### config.mk
export PLATFORM = sky130hd
export DESIGN_NAME = dam_top
export DESIGN_NICKNAME = d
export VERILOG_FILES = /design/src/design/dam_top.v /design/src/design/dam_region_decode.v /design/src/design/dam_byte_lane.v
export VERILOG_INCLUDE_DIRS = /design/src /design/src/shared
export SDC_FILE = /design/constraint.sdc
export NUM_CORES = 1
export LEC_CHECK = 0
export BUFFER_PORTS_ARGS = -buffer_cell sky130_fd_sc_hd__buf_2
export CELL_PAD_IN_SITES_DETAIL_PLACEMENT = 1
export CELL_PAD_IN_SITES_GLOBAL_PLACEMENT = 1
export CORE_UTILIZATION = 38
export DETAILED_ROUTE_END_ITERATION = 6
export PLACE_DENSITY = 0.87
export REMOVE_ABC_BUFFERS = 1
export SLEW_MARGIN = 0
export SYNTH_ARGS = -nofsm -noshare
export SYNTH_HDL_FRONTEND = slang
export SYNTH_SLANG_ARGS = --single-unit
### constraint.sdc
create_clock -name ref_clk -period 3.2 [get_ports ref_clk]
set_clock_uncertainty 0.1 [all_clocks]
set_input_delay 0.16 -clock ref_clk [delete_from_list [all_inputs] [get_ports ref_clk]]
set_output_delay 0.16 -clock ref_clk [all_outputs]
set_load 0.1 [all_outputs]
### src/shared/dam_defines.vh
// Constants for the default memory attribute map and access sequencer.
// Assumes inclusion by the design files of the dam block only.
//
// Functional notes
// - Whole 4GB space decodes to seven regions
// - Code and RAM regions: Normal, executable
// - Peripheral, external device: Device, execute-never
// - Fault only when execute-never instruction executes
// - Private peripheral range: Strongly-ordered, execute-never
// - Top range: vendor Device, execute-never
// - Cache policies: code write-through, SRAM and lower external RAM write-back allocate, upper external RAM none
// - Normal accesses may reorder, speculate reads
// - Device/Strongly-ordered kept in mutual order except shareable Device, ordered only against Strongly-ordered
// - Strongly-ordered always reported shareable
// - No ordering guarantee involving Normal access
// - Strongly-ordered pairs, non-shareable Device pairs ordered
// - Data memory barrier completes outstanding first
// - Data sync barrier stalls later instructions
// - Instruction sync barrier forces refetch
// - Big-endian: MSB at lowest byte address
// - Little-endian: LSB at lowest byte address
// - Prefetch and speculative branch-target fetch allowed
// - Fetches, private peripheral accesses always little-endian
`ifndef DAM_DEFINES_VH
`define DAM_DEFINES_VH

// ----------------------------------------------------------------
// Region codes
// ----------------------------------------------------------------
`define DAM_RGN_CODE      3'h0
`define DAM_RGN_SRAM      3'h1
`define DAM_RGN_PERIPH    3'h2
`define DAM_RGN_EXTRAM    3'h3
`define DAM_RGN_EXTDEV    3'h4
`define DAM_RGN_PRIV      3'h5
`define DAM_RGN_VENDOR    3'h6

// ----------------------------------------------------------------
// Address boundaries (top three bits, then top twelve bits)
// ----------------------------------------------------------------
`define DAM_TOP3_CODE     3'h0
`define DAM_TOP3_SRAM     3'h1
`define DAM_TOP3_PERIPH   3'h2
`define DAM_TOP3_EXTRAM_L 3'h3
`define DAM_TOP3_EXTRAM_H 3'h4
`define DAM_TOP3_EXTDEV_L 3'h5
`define DAM_TOP3_EXTDEV_H 3'h6
`define DAM_TOP12_PRIV    12'he00

// ----------------------------------------------------------------
// Memory types, cache policies, access classes
// ----------------------------------------------------------------
`define DAM_MT_NORMAL     2'h0
`define DAM_MT_DEVICE     2'h1
`define DAM_MT_STRONG     2'h2
`define DAM_CP_NONE       2'h0
`define DAM_CP_WR_THRU    2'h1
`define DAM_CP_WB_ALLOC   2'h2
`define DAM_CLS_NORMAL    2'h0
`define DAM_CLS_DEV_NS    2'h1
`define DAM_CLS_DEV_SH    2'h2
`define DAM_CLS_STRONG    2'h3

// ----------------------------------------------------------------
// Access sizes and barrier kinds
// ----------------------------------------------------------------
`define DAM_SZ_BYTE       2'h0
`define DAM_SZ_HALF       2'h1
`define DAM_SZ_WORD       2'h2
`define DAM_BAR_MEMORY    2'h0
`define DAM_BAR_SYNC      2'h1
`define DAM_BAR_INSTR     2'h2

// ----------------------------------------------------------------
// Counts
// ----------------------------------------------------------------
`define DAM_OUT_W         4

`endif

### src/design/dam_top.v
// Default memory attribute map with access ordering and barrier sequencer.
// Assumes one core request at a time and tagged completions from the bus.
`timescale 1ns/1ps
`default_nettype none
`include "dam_defines.vh"

module dam_top #(
  parameter CACHE_PRESENT = 1,
  parameter OUT_W         = `DAM_OUT_W
) (
  input  wire        ref_clk,
  input  wire        arst_n,
  input  wire        big_endian,
  input  wire        core_req_valid,
  input  wire [31:0] core_req_addr,
  input  wire        core_req_write,
  input  wire [1:0]  core_req_size,
  input  wire [31:0] core_req_wdata,
  input  wire        core_req_fetch,
  input  wire        core_req_spec,
  output reg         core_req_ready,
  input  wire        bar_valid,
  input  wire [1:0]  bar_kind,
  output reg         bar_ready,
  output reg         bar_done,
  output reg         exec_stall,
  output reg         refetch,
  output reg         fetch_blocked,
  output reg         spec_refused,
  input  wire        exec_valid,
  input  wire [31:0] exec_addr,
  output reg         nx_fault,
  output reg         bus_valid,
  input  wire        bus_ready,
  output reg  [31:0] bus_addr,
  output reg         bus_write,
  output reg         bus_fetch,
  output reg  [3:0]  bus_byte_en,
  output reg  [31:0] bus_wdata,
  output reg  [1:0]  bus_mem_type,
  output reg         bus_shareable,
  output reg  [1:0]  bus_cache_pol,
  output reg         bus_nx,
  output reg  [1:0]  bus_cls,
  input  wire        bus_done,
  input  wire [1:0]  bus_done_cls
);

  localparam [3:0] S_IDLE = 4'b0001;
  localparam [3:0] S_MEMB = 4'b0010;
  localparam [3:0] S_SYNC = 4'b0100;
  localparam [3:0] S_INST = 4'b1000;
  localparam [OUT_W-1:0] CNT_ONE = {{(OUT_W-1){1'b0}}, 1'b1};
  localparam [OUT_W-1:0] CNT_MAX = {OUT_W{1'b1}};

  // ----------------------------------------------------------------
  // State
  // ----------------------------------------------------------------
  reg [3:0]       state;
  reg             st_valid;
  reg [31:0]      st_addr;
  reg             st_write;
  reg [1:0]       st_size;
  reg [31:0]      st_wdata;
  reg             st_fetch;
  reg             st_spec;
  reg [OUT_W-1:0] cnt_all;
  reg [OUT_W-1:0] cnt_dev_ns;
  reg [OUT_W-1:0] cnt_dev_sh;
  reg [OUT_W-1:0] cnt_so;

  reg [3:0]       next_state;
  reg             next_st_valid;
  reg             next_bar_done;
  reg             next_refetch;
  reg             next_blocked;
  reg             next_refused;
  reg             issue;
  reg             order_hold;
  reg [1:0]       st_cls;

  wire [2:0]  st_region;
  wire [1:0]  st_mem_type;
  wire        st_nx;
  wire        st_shr;
  wire [1:0]  st_cache;
  wire        ex_nx;
  wire [3:0]  st_be;
  wire [31:0] st_lane;
  wire        st_big;
  wire        bus_busy;
  wire        take_req;
  wire        take_bar;
  wire        done_live;

  // ----------------------------------------------------------------
  // Attribute decode and byte lanes
  // ----------------------------------------------------------------
  dam_region_decode #(
    .CACHE_PRESENT (CACHE_PRESENT)
  ) u_st_decode (
    .addr      (st_addr),
    .region    (st_region),
    .mem_type  (st_mem_type),
    .nx        (st_nx),
    .shareable (st_shr),
    .cache_pol (st_cache)
  );

  dam_region_decode #(
    .CACHE_PRESENT (CACHE_PRESENT)
  ) u_ex_decode (
    .addr      (exec_addr),
    .region    (),
    .mem_type  (),
    .nx        (ex_nx),
    .shareable (),
    .cache_pol ()
  );

  // Fetches and private peripheral accesses ignore the data endianness
  assign st_big = big_endian & ~st_fetch & (st_region != `DAM_RGN_PRIV);

  dam_byte_lane u_lane (
    .size       (st_size),
    .addr_lo    (st_addr[1:0]),
    .wdata      (st_wdata),
    .big_endian (st_big),
    .byte_en    (st_be),
    .lane_data  (st_lane)
  );

  assign bus_busy  = bus_valid & ~bus_ready;
  assign take_bar  = bar_valid & bar_ready;
  assign take_req  = core_req_valid & core_req_ready & ~bar_valid;
  assign done_live = bus_done & (cnt_all != {OUT_W{1'b0}});

  // ----------------------------------------------------------------
  // Ordering and issue decision
  // ----------------------------------------------------------------
  always @*
  begin
    if (st_mem_type == `DAM_MT_STRONG)
      st_cls = `DAM_CLS_STRONG;
    else if (st_mem_type == `DAM_MT_DEVICE)
      st_cls = st_shr ? `DAM_CLS_DEV_SH : `DAM_CLS_DEV_NS;
    else
      st_cls = `DAM_CLS_NORMAL;
    order_hold = 1'b0;
    case (st_cls)
      `DAM_CLS_STRONG:
        order_hold = (cnt_so | cnt_dev_ns | cnt_dev_sh) != {OUT_W{1'b0}};
      `DAM_CLS_DEV_NS:
        order_hold = (cnt_so | cnt_dev_ns) != {OUT_W{1'b0}};
      `DAM_CLS_DEV_SH:
        order_hold = cnt_so != {OUT_W{1'b0}};
      default:
        order_hold = 1'b0;
    endcase
    next_blocked = 1'b0;
    next_refused = 1'b0;
    issue        = 1'b0;
    if (st_valid)
    begin
      if (st_fetch && st_nx)
        next_blocked = 1'b1;
      else if (st_spec && !st_fetch && st_mem_type != `DAM_MT_NORMAL)
        next_refused = 1'b1;
      else
        issue = ~bus_busy & ~order_hold & (cnt_all != CNT_MAX);
    end
  end

  // ----------------------------------------------------------------
  // Barrier sequencer
  // ----------------------------------------------------------------
  always @*
  begin
    next_state    = state;
    next_bar_done = 1'b0;
    next_refetch  = 1'b0;
    case (state)
      S_IDLE:
      begin
        if (take_bar)
        begin
          case (bar_kind)
            `DAM_BAR_MEMORY: next_state = S_MEMB;
            `DAM_BAR_SYNC:   next_state = S_SYNC;
            default:         next_state = S_INST;
          endcase
        end
      end
      S_MEMB, S_SYNC:
      begin
        if (cnt_all == {OUT_W{1'b0}} || (cnt_all == CNT_ONE && done_live))
        begin
          next_state    = S_IDLE;
          next_bar_done = 1'b1;
        end
      end
      S_INST:
      begin
        next_state    = S_IDLE;
        next_bar_done = 1'b1;
        next_refetch  = 1'b1;
      end
      default:
        next_state = S_IDLE;
    endcase
    next_st_valid = take_req | (st_valid & ~issue & ~next_blocked & ~next_refused);
  end

  // ----------------------------------------------------------------
  // Registers
  // ----------------------------------------------------------------
  always @(posedge ref_clk or negedge arst_n)
  begin
    if (!arst_n)
    begin
      state          <= S_IDLE;
      st_valid       <= 1'b0;
      st_addr        <= 32'h00000000;
      st_write       <= 1'b0;
      st_size        <= `DAM_SZ_BYTE;
      st_wdata       <= 32'h00000000;
      st_fetch       <= 1'b0;
      st_spec        <= 1'b0;
      core_req_ready <= 1'b0;
      bar_ready      <= 1'b0;
      bar_done       <= 1'b0;
      exec_stall     <= 1'b0;
      refetch        <= 1'b0;
      fetch_blocked  <= 1'b0;
      spec_refused   <= 1'b0;
      nx_fault       <= 1'b0;
    end
    else
    begin
      state          <= next_state;
      st_valid       <= next_st_valid;
      if (take_req)
      begin
        st_addr  <= core_req_addr;
        st_write <= core_req_write;
        st_size  <= core_req_size;
        st_wdata <= core_req_wdata;
        st_fetch <= core_req_fetch;
        st_spec  <= core_req_spec;
      end
      core_req_ready <= (next_state == S_IDLE) & ~next_st_valid;
      bar_ready      <= (next_state == S_IDLE) & ~next_st_valid;
      bar_done       <= next_bar_done;
      exec_stall     <= (next_state == S_SYNC);
      refetch        <= next_refetch;
      fetch_blocked  <= next_blocked;
      spec_refused   <= next_refused;
      nx_fault       <= exec_valid & ex_nx;
    end
  end

  // ----------------------------------------------------------------
  // Bus request register and outstanding counters
  // ----------------------------------------------------------------
  always @(posedge ref_clk or negedge arst_n)
  begin
    if (!arst_n)
    begin
      bus_valid     <= 1'b0;
      bus_addr      <= 32'h00000000;
      bus_write     <= 1'b0;
      bus_fetch     <= 1'b0;
      bus_byte_en   <= 4'h0;
      bus_wdata     <= 32'h00000000;
      bus_mem_type  <= `DAM_MT_NORMAL;
      bus_shareable <= 1'b0;
      bus_cache_pol <= `DAM_CP_NONE;
      bus_nx        <= 1'b0;
      bus_cls       <= `DAM_CLS_NORMAL;
      cnt_all       <= {OUT_W{1'b0}};
      cnt_dev_ns    <= {OUT_W{1'b0}};
      cnt_dev_sh    <= {OUT_W{1'b0}};
      cnt_so        <= {OUT_W{1'b0}};
    end
    else
    begin
      if (issue)
      begin
        bus_valid     <= 1'b1;
        bus_addr      <= st_addr;
        bus_write     <= st_write;
        bus_fetch     <= st_fetch;
        bus_byte_en   <= st_be;
        bus_wdata     <= st_lane;
        bus_mem_type  <= st_mem_type;
        bus_shareable <= st_shr;
        bus_cache_pol <= st_cache;
        bus_nx        <= st_nx;
        bus_cls       <= st_cls;
      end
      else if (bus_ready)
        bus_valid <= 1'b0;
      cnt_all <= cnt_all + (issue ? CNT_ONE : {OUT_W{1'b0}})
                         - (done_live ? CNT_ONE : {OUT_W{1'b0}});
      cnt_dev_ns <= cnt_dev_ns
        + ((issue && st_cls == `DAM_CLS_DEV_NS) ? CNT_ONE : {OUT_W{1'b0}})
        - ((done_live && bus_done_cls == `DAM_CLS_DEV_NS && cnt_dev_ns != {OUT_W{1'b0}})
           ? CNT_ONE : {OUT_W{1'b0}});
      cnt_dev_sh <= cnt_dev_sh
        + ((issue && st_cls == `DAM_CLS_DEV_SH) ? CNT_ONE : {OUT_W{1'b0}})
        - ((done_live && bus_done_cls == `DAM_CLS_DEV_SH && cnt_dev_sh != {OUT_W{1'b0}})
           ? CNT_ONE : {OUT_W{1'b0}});
      cnt_so <= cnt_so
        + ((issue && st_cls == `DAM_CLS_STRONG) ? CNT_ONE : {OUT_W{1'b0}})
        - ((done_live && bus_done_cls == `DAM_CLS_STRONG && cnt_so != {OUT_W{1'b0}})
           ? CNT_ONE : {OUT_W{1'b0}});
    end
  end

endmodule
`default_nettype wire

### src/design/dam_region_decode.v
// Combinational address to region attribute decoder.
// Assumes a 32-bit byte address; no override from a protection unit.
`timescale 1ns/1ps
`default_nettype none
`include "dam_defines.vh"

module dam_region_decode #(
  parameter CACHE_PRESENT = 1
) (
  input  wire [31:0] addr,
  output reg  [2:0]  region,
  output reg  [1:0]  mem_type,
  output reg         nx,
  output reg         shareable,
  output reg  [1:0]  cache_pol
);

  // ----------------------------------------------------------------
  // Region decode
  // ----------------------------------------------------------------
  always @*
  begin
    region    = `DAM_RGN_VENDOR;
    mem_type  = `DAM_MT_DEVICE;
    nx        = 1'b1;
    shareable = 1'b0;
    cache_pol = `DAM_CP_NONE;
    case (addr[31:29])
      `DAM_TOP3_CODE:
      begin
        region   = `DAM_RGN_CODE;
        mem_type = `DAM_MT_NORMAL;
        nx       = 1'b0;
        if (CACHE_PRESENT != 0)
          cache_pol = `DAM_CP_WR_THRU;
      end
      `DAM_TOP3_SRAM:
      begin
        region   = `DAM_RGN_SRAM;
        mem_type = `DAM_MT_NORMAL;
        nx       = 1'b0;
        if (CACHE_PRESENT != 0)
          cache_pol = `DAM_CP_WB_ALLOC;
      end
      `DAM_TOP3_PERIPH:
        region = `DAM_RGN_PERIPH;
      `DAM_TOP3_EXTRAM_L, `DAM_TOP3_EXTRAM_H:
      begin
        region   = `DAM_RGN_EXTRAM;
        mem_type = `DAM_MT_NORMAL;
        nx       = 1'b0;
        if (CACHE_PRESENT != 0 && addr[31:29] == `DAM_TOP3_EXTRAM_L)
          cache_pol = `DAM_CP_WB_ALLOC;
      end
      `DAM_TOP3_EXTDEV_L, `DAM_TOP3_EXTDEV_H:
        region = `DAM_RGN_EXTDEV;
      default:
      begin
        if (addr[31:20] == `DAM_TOP12_PRIV)
        begin
          region    = `DAM_RGN_PRIV;
          mem_type  = `DAM_MT_STRONG;
          shareable = 1'b1;
        end
        else
          region = `DAM_RGN_VENDOR;
      end
    endcase
  end

endmodule
`default_nettype wire

### src/design/dam_byte_lane.v
// Write data byte-lane steering with configurable data endianness.
// Assumes naturally aligned accesses on a 32-bit little-numbered bus.
`timescale 1ns/1ps
`default_nettype none
`include "dam_defines.vh"

module dam_byte_lane (
  input  wire [1:0]  size,
  input  wire [1:0]  addr_lo,
  input  wire [31:0] wdata,
  input  wire        big_endian,
  output reg  [3:0]  byte_en,
  output reg  [31:0] lane_data
);

  reg [31:0] ordered;
  reg [3:0]  mask;

  // ----------------------------------------------------------------
  // Byte order then lane shift
  // ----------------------------------------------------------------
  always @*
  begin
    ordered = wdata;
    mask    = 4'h1;
    case (size)
      `DAM_SZ_HALF:
      begin
        mask = 4'h3;
        if (big_endian)
          ordered = {16'h0000, wdata[7:0], wdata[15:8]};
      end
      `DAM_SZ_WORD:
      begin
        mask = 4'hf;
        if (big_endian)
          ordered = {wdata[7:0], wdata[15:8], wdata[23:16], wdata[31:24]};
      end
      default:
        mask = 4'h1;
    endcase
    lane_data = ordered << {addr_lo, 3'b000};
    byte_en   = mask << addr_lo;
  end

endmodule
`default_nettype wire

==> flow_summary_export.csv, run 1 <==
group,metric,value,unit
run_status,outcome,"completed",
drt,wirelength,27110,um
layout,area_growth,31.30,%
worst_setup_path,cp.arrival,3380,ps
worst_setup_path,path_common_cell,"ha_1",
synthesis,synth_cell_types,67,
worst_setup_path,crit_chain,"or4b_4, a2111oi_4, o31a_1, nor2_1, nand3_1, ha_1, inv_1, ha_1, a21o_1, a21oi_1, xor2_1",
synthesis,synthMuxAreaShare,14.91,%
synthesis,synth.ff_latch_count,175,
floorplan,row_count,54,
placement,gp_congestion,0.8200,
worst_setup_path,crit_buf_inv,1,
drt,via_per_inst,5.675,
synthesis,synthMostInstantiatedCell,"dfrtp_1",
cts,cts_tree,"yes",
worst_setup_path,cp-start-kind,"register",
cts,path_clk_slew,70,ps
cts,clock_latency,430,ps
floorplan,core,21890,um2
placement,post-place-ws,-106.7,ps
global_route,grt_max_degree,100,
global_route,grt_pass1_vias,7783,
worst_setup_path,crit_required,3440,ps
drt,wl_per_cell,21.39,um
layout,instances_no_fill,1267,
floorplan,die_x,151.5,um
floorplan,dieArea,22950,um2
synthesis,async_reset_ff_share,100.0,%
drt,ant_nets,0,
cts,htreeDepth,4,
worst_setup_path,cp_max_fo,4,
synthesis,synth_area_leaders,"dfrtp_1, mux2_2, ha_1",
global_route,grt_use_total,24.58,%
synthesis,synth_area,8493,um2
worst_setup_path,cp_slowest_cell,"or4b_4",
global_route,grt_overflow,0,
cts,cts_root_buf,"clkbuf_16",
synthesis,synth_fa_ha_area_share,4.331,%
global_route,antenna_found_initial,1,
synthesis,yosysWarnings,0,
timing,setup_violations,0,
cts,clk_path_buf_depth,2,
drt,drtPass1Iterations,5,
timing,min_period_over_period,98.04,%
drt,vias,7190,
synthesis,synth_flop_cell,"dfrtp_1",
cts,numCtsBuffers,17,
timing,fmax,318.7,MHz
placement,port_buffers,170,
layout,nNetsFinal,1114,
worst_setup_path,path_delay_family,"compound AO/OA/AOI/OAI gates",
drt,drt-initial-drc-count,463,
synthesis,synth_edf_count,0,
layout,layout-drive-gt1-share,36.31,%
drt,drc,0,
synthesis,syn_inst,724,
timing,grt_setup_unrepaired,"true",
layout,multi_input_area,3776,um2
timing,finalCriticalPeriod,3137,ps
synthesis,synth.avg_cell_area,11.73,um2
worst_setup_path,slowest_delay,570,ps
cts,clkSinkCount,175,
layout,post-route-util,50.94,%
worst_setup_path,end_kind,"register",
synthesis,synthSimpleGateAreaFrac,6.953,%
synthesis,ys_top_cells_by_count,"dfrtp_1, mux2_2, o21ai_0",
layout,regArea,4380,um2
global_route,grt_pass1_wl,42990,um
timing,tightest_slew,989.1,ps
synthesis,synth_compound_area_share,16.91,%
synthesis,ys_seq_area_share,51.58,%
timing,relSlewSlack,34.06,%
synthesis,synth_area_leader_cell,"dfrtp_1",
timing,hold_violations,0,
hold_path,hold_path.class,"in2reg",
placement,dp_hpwl,17040,um
worst_setup_path,critPathKind,"reg2reg",
floorplan,initial_utilization,38.80,%
job,max_cap_viol_count,0,
layout,nFillCells,2363,
timing,drv_slew,0,
synthesis,synth_top_area_share,51.27,%
placement,dpl.cell_count,1156,
timing,fin_ws,62.68,ps
synthesis,synth_xor_area_share,0.9281,%
floorplan,num_io_pins,200,
synthesis,synth_top_family_by_area,"compound AO/OA/AOI/OAI gates",
timing,fin_tns_setup,0,ps
floorplan,fp.dieH,151.5,um
state kept, by name, summed over array words and instances, names as in the netlist, 32 cells and up:
name and flops:
st_addr 32, bus_wdata 32, bus_addr 32, st_wdata 32
layer usage:
metal	global-route usage, %	vias to the layer above	part of all wire (%)
met1	30.89	3600	41
met2	39.63	331	48
met5	0	-	0
li1	-	3178	-
met3	5.958	81	7.1
met4	11.98	0	3.7
area by class of cell:
class	instances	area share, %
multi-input cells	462	33.86
repair buffers	281	17.31
inverters	37	1.245
flip-flops and latches	175	39.28
clock inverters	10	1.010
well taps	280	3.141
diodes	1	0.02244
clock buffers	21	4.129
final timing paths:
path / startpoint / to / slack, ps / cells past startpoint
setup / recovery: st_addr[25]$_DFFE_PN0P_ / cnt_dev_ns[3]$_DFF_PN0_ / 60 / 11
hold / removal: bus_done / bar_done$_DFF_PN0_ / 80 / 5
min in group asynchronous: arst_n / bus_addr[16]$_DFFE_PN0P_ / 260 / 2
setup reg to reg: st_addr[25]$_DFFE_PN0P_ / cnt_dev_ns[3]$_DFF_PN0_ / 60 / 11
hold reg to reg: bus_wdata[12]$_DFFE_PN0P_ / bus_wdata[12]$_DFFE_PN0P_ / 390 / 1
max in group asynchronous: arst_n / cnt_so[0]$_DFF_PN0_ / 1780 / 3
cell families (layout without fill, tap and decap cells):
family,after synthesis,in the layout
AO/OA/AOI/OAI,204,204
flip-flops,175,175
multiplexers,113,113
AND/OR/NAND/NOR,108,108
buffers and inverters,87,349
adder cells (fa/ha/maj),27,27
XOR/XNOR,9,9
other,1,2
cells in the final DEF, fill, tap and decap left out, types with 4 or more instances in the layout:
master / netlist / layout
nor4_1: 4 / 4
o32ai_1: 4 / 4
dfrtp_1: 174 / 174
nand3_1: 7 / 7
buf_4: 7 / 31
a21o_1: 16 / 16
nor3_1: 11 / 10
buf_2: 7 / 169
xnor2_1: 5 / 5
a31oi_1: 12 / 12
nand4_1: 4 / 4
a22o_1: 18 / 18
xor2_1: 4 / 4
mux2_2: 108 / 108
nand2_1: 25 / 25
nor2_1: 20 / 19
buf_12: 0 / 4
clkinv_2: 0 / 4
nor2b_1: 6 / 6
o22ai_1: 4 / 4
o32a_1: 10 / 10
dlygate4sd3_1: 0 / 76
o2111ai_1: 4 / 4
and2_1: 5 / 5
ha_1: 23 / 23
mux2i_1: 5 / 5
a22oi_1: 7 / 7
nand2b_1: 5 / 5
clkbuf_16: 0 / 17
o31ai_1: 12 / 11
inv_1: 34 / 34
a32o_1: 4 / 4
a21oi_1: 26 / 25
o211ai_1: 10 / 10
o21ai_0: 52 / 52
stage by stage:
stage / area, um2 / hold WS, ps
final: 11150 / 82.82
after global routing: 11150 / 106.3
after CTS: 11130 / 94.83
after detailed placement: 9772 / 234.9
after global placement: 9772 / 219.7
after floorplan: 8263 / -235.6
repair_timing:
action	in CTS	in global routing
hold buffers	76	0
resized for setup	0	6
hold endpoints to repair	172	0
buffers inserted	3	0
pin swaps	2	3
setup endpoints to repair	9	9
tightest hold or removal path, stage by stage:
cell and delay [ps]:
buf_2 100, inv_1 70, a21oi_1 100, nand3_1 80, a21oi_1 60
Power of run 1 is left out: the tool's default activity adds up to more than one toggle a clock period on the data nets, which glitch-free logic cannot reach.
==> run 2, diff against run 1 <==
- CAP_MARGIN: unset -> 40
- CELL_PAD_IN_SITES_GLOBAL_PLACEMENT: 1 -> 2
- CORE_UTILIZATION: 38 -> 32
- PLACE_DENSITY: 0.87 -> 0.88
==> run 2 against run 1 <==
Compared with the run above:
- global-route usage shrank 4.8 points
- via count shrank 3.6%
- cell count grew 4.7%
- critical path depth grew 1
- fmax grew 0.20%
- sequential cell count is the same
- highest routed layer unchanged
- routed wire length shrank 5.1%
- critical endpoint is now cnt_so[1]$_DFF_PN0_
- utilization shrank 7.7 points
==> flow_summary_export.csv, run 2 (synthesis gave the netlist of run 1 again) <==
group,metric,value,unit
drt,drtPass1Iterations,5,
cts,numCtsBuffers,17,
layout,mostFrequentLayoutCells,"dfrtp_1, buf_2, mux2_2",
layout,layout-drive-gt1-share,36.69,%
global_route,grt_util_met2,32.77,%
global_route,antenna_found_initial,0,
run_status,outcome,"completed",
floorplan,fp.dieH,164.9,um
global_route,grt.busiest_layer,"met2",
global_route,grt_pass1_wl,40920,um
job,max_cap_viol_count,0,
drt,wl_per_cell,19.39,um
placement,dp_hpwl,17800,um
timing,setup_violations,0,
layout,area_growth,32.57,%
floorplan,row_count,59,
timing,hold_violations,0,
floorplan,die_x,164.9,um
cts,clk_path_buf_depth,2,
worst_setup_path,cp-start-kind,"register",
placement,gp_congestion,0.8226,
placement,post-place-ws,36.65,ps
placement,dpl.cell_count,1215,
global_route,grt_use_total,19.73,%
global_route,grt_max_degree,75,
layout,insertedDiodeCount,0,
global_route,grt_pass1_vias,7314,
timing,drv_slew,0,
layout,instances_no_fill,1327,
cts,cts_root_buf,"clkbuf_16",
floorplan,num_io_pins,200,
placement,place_area,9878,um2
timing,fmax,319.4,MHz
timing,tightest_slew,901.5,ps
layout,nNetsFinal,1120,
placement,port_buffers,170,
worst_setup_path,crit_required,3420,ps
cts,htreeDepth,4,
drt,ant_nets,0,
cts,cts_tree,"yes",
drt,via_per_inst,5.221,
worst_setup_path,cp_max_fo,4,
global_route,grt.met1_usage,25.86,%
timing,relSlewSlack,39.90,%
hold_path,hold_path.class,"in2reg",
global_route,use_met3,3.666,%
floorplan,core,26060,um2
layout,final_common_cell,"dfrtp_1",
worst_setup_path,critPathKind,"reg2reg",
drt,wirelength,25730,um
global_route,grt_overflow,0,
timing,finalCriticalPeriod,3131,ps
floorplan,initial_utilization,32.59,%
cts,clkSinkCount,175,
drt,vias,6928,
cts,path_clk_slew,70,ps
timing,fin_ws,68.82,ps
worst_setup_path,end_kind,"register",
timing,min_period_over_period,97.85,%
floorplan,dieArea,27200,um2
drt,drt-initial-drc-count,302,
worst_setup_path,cp.arrival,3350,ps
cts,clock_latency,430,ps
layout,final_area,11260,um2
drt,drc,0,
run 2: changes by cell type in the layout (fill, tap and decap cells not counted), moves of 2 or more:
| cell | previous run | this run |
|---|---|---|
| buf_4 | 31 | 35 |
| inv_6 | 1 | 4 |
| bufinv_16 | 2 | 0 |
| clkbuf_1 | 2 | 0 |
| clkbuf_8 | 2 | 4 |
| clkinv_2 | 4 | 2 |
run 2: what timing repair did:
action	CTS	global route
setup endpoints to repair	0	9
hold buffers	76	0
endpoints found under the hold margin	146	0
resized for setup	0	7
buffers inserted	0	5
run 2: final timing paths:
kind	start	end	slack, ps	cells after the start
worst max-delay path	st_addr[22]$_DFFE_PN0P_	cnt_so[1]$_DFF_PN0_	70	12
max in group asynchronous	arst_n	bus_addr[10]$_DFFE_PN0P_	1890	3
min in group asynchronous	arst_n	st_wdata[22]$_DFFE_PN0P_	210	2
worst max register to register	st_addr[22]$_DFFE_PN0P_	cnt_so[1]$_DFF_PN0_	70	12
worst min-delay path	bar_valid	state[0]$_DFF_PN1_	90	4
worst min register to register	bus_cls[1]$_DFFE_PN0P_	bus_cls[1]$_DFFE_PN0P_	380	1
run 2: stage by stage:
| step | TNS (ps) | utilization [%] | hold WS [ps] |
|---|---|---|---|
| 2_1_floorplan | -121140 | - | -235.6 |
| 3_3_place_gp | 0 | 37.91 | 137.3 |
| 3_5_place_dp | 0 | 37.91 | 145.5 |
| 4_1_cts | 0 | 42.97 | 69.91 |
| 5_1_grt | -76.41 | 43.21 | 111.4 |
| 6_report | 0 | 43.21 | 85.48 |
run 2: worst max-delay path, stage by stage, from the launching register on:
cell and delay [ps]:
dfrtp_1 400, or4_4 590, a2111oi_4 370, o31a_1 230
buf_6 130, nor3_4 50, inv_1 80, ha_1 220
inv_1 60, ha_2 180, inv_2 40, fa_1 510
inv_1 60
run 2: routing by layer:
metal	vias to the layer above	part of all wire, %
met2	208	49
met1	3496	43
met4	0	1.6
met5	-	0
met3	34	5.8
li1	3190	-
run 2: cell type report:
class	count	area, um2
Timing Repair Buffer	287	1992
Clock inverter	10	77.57
Inverter	37	138.9
Sequential cell	175	4380
Multi-Input combinational cell	462	3771
Clock buffer	21	480.5
Tap cell	335	419.2
Fill cell	2845	14800
Power of run 2 is left out for the same reason.
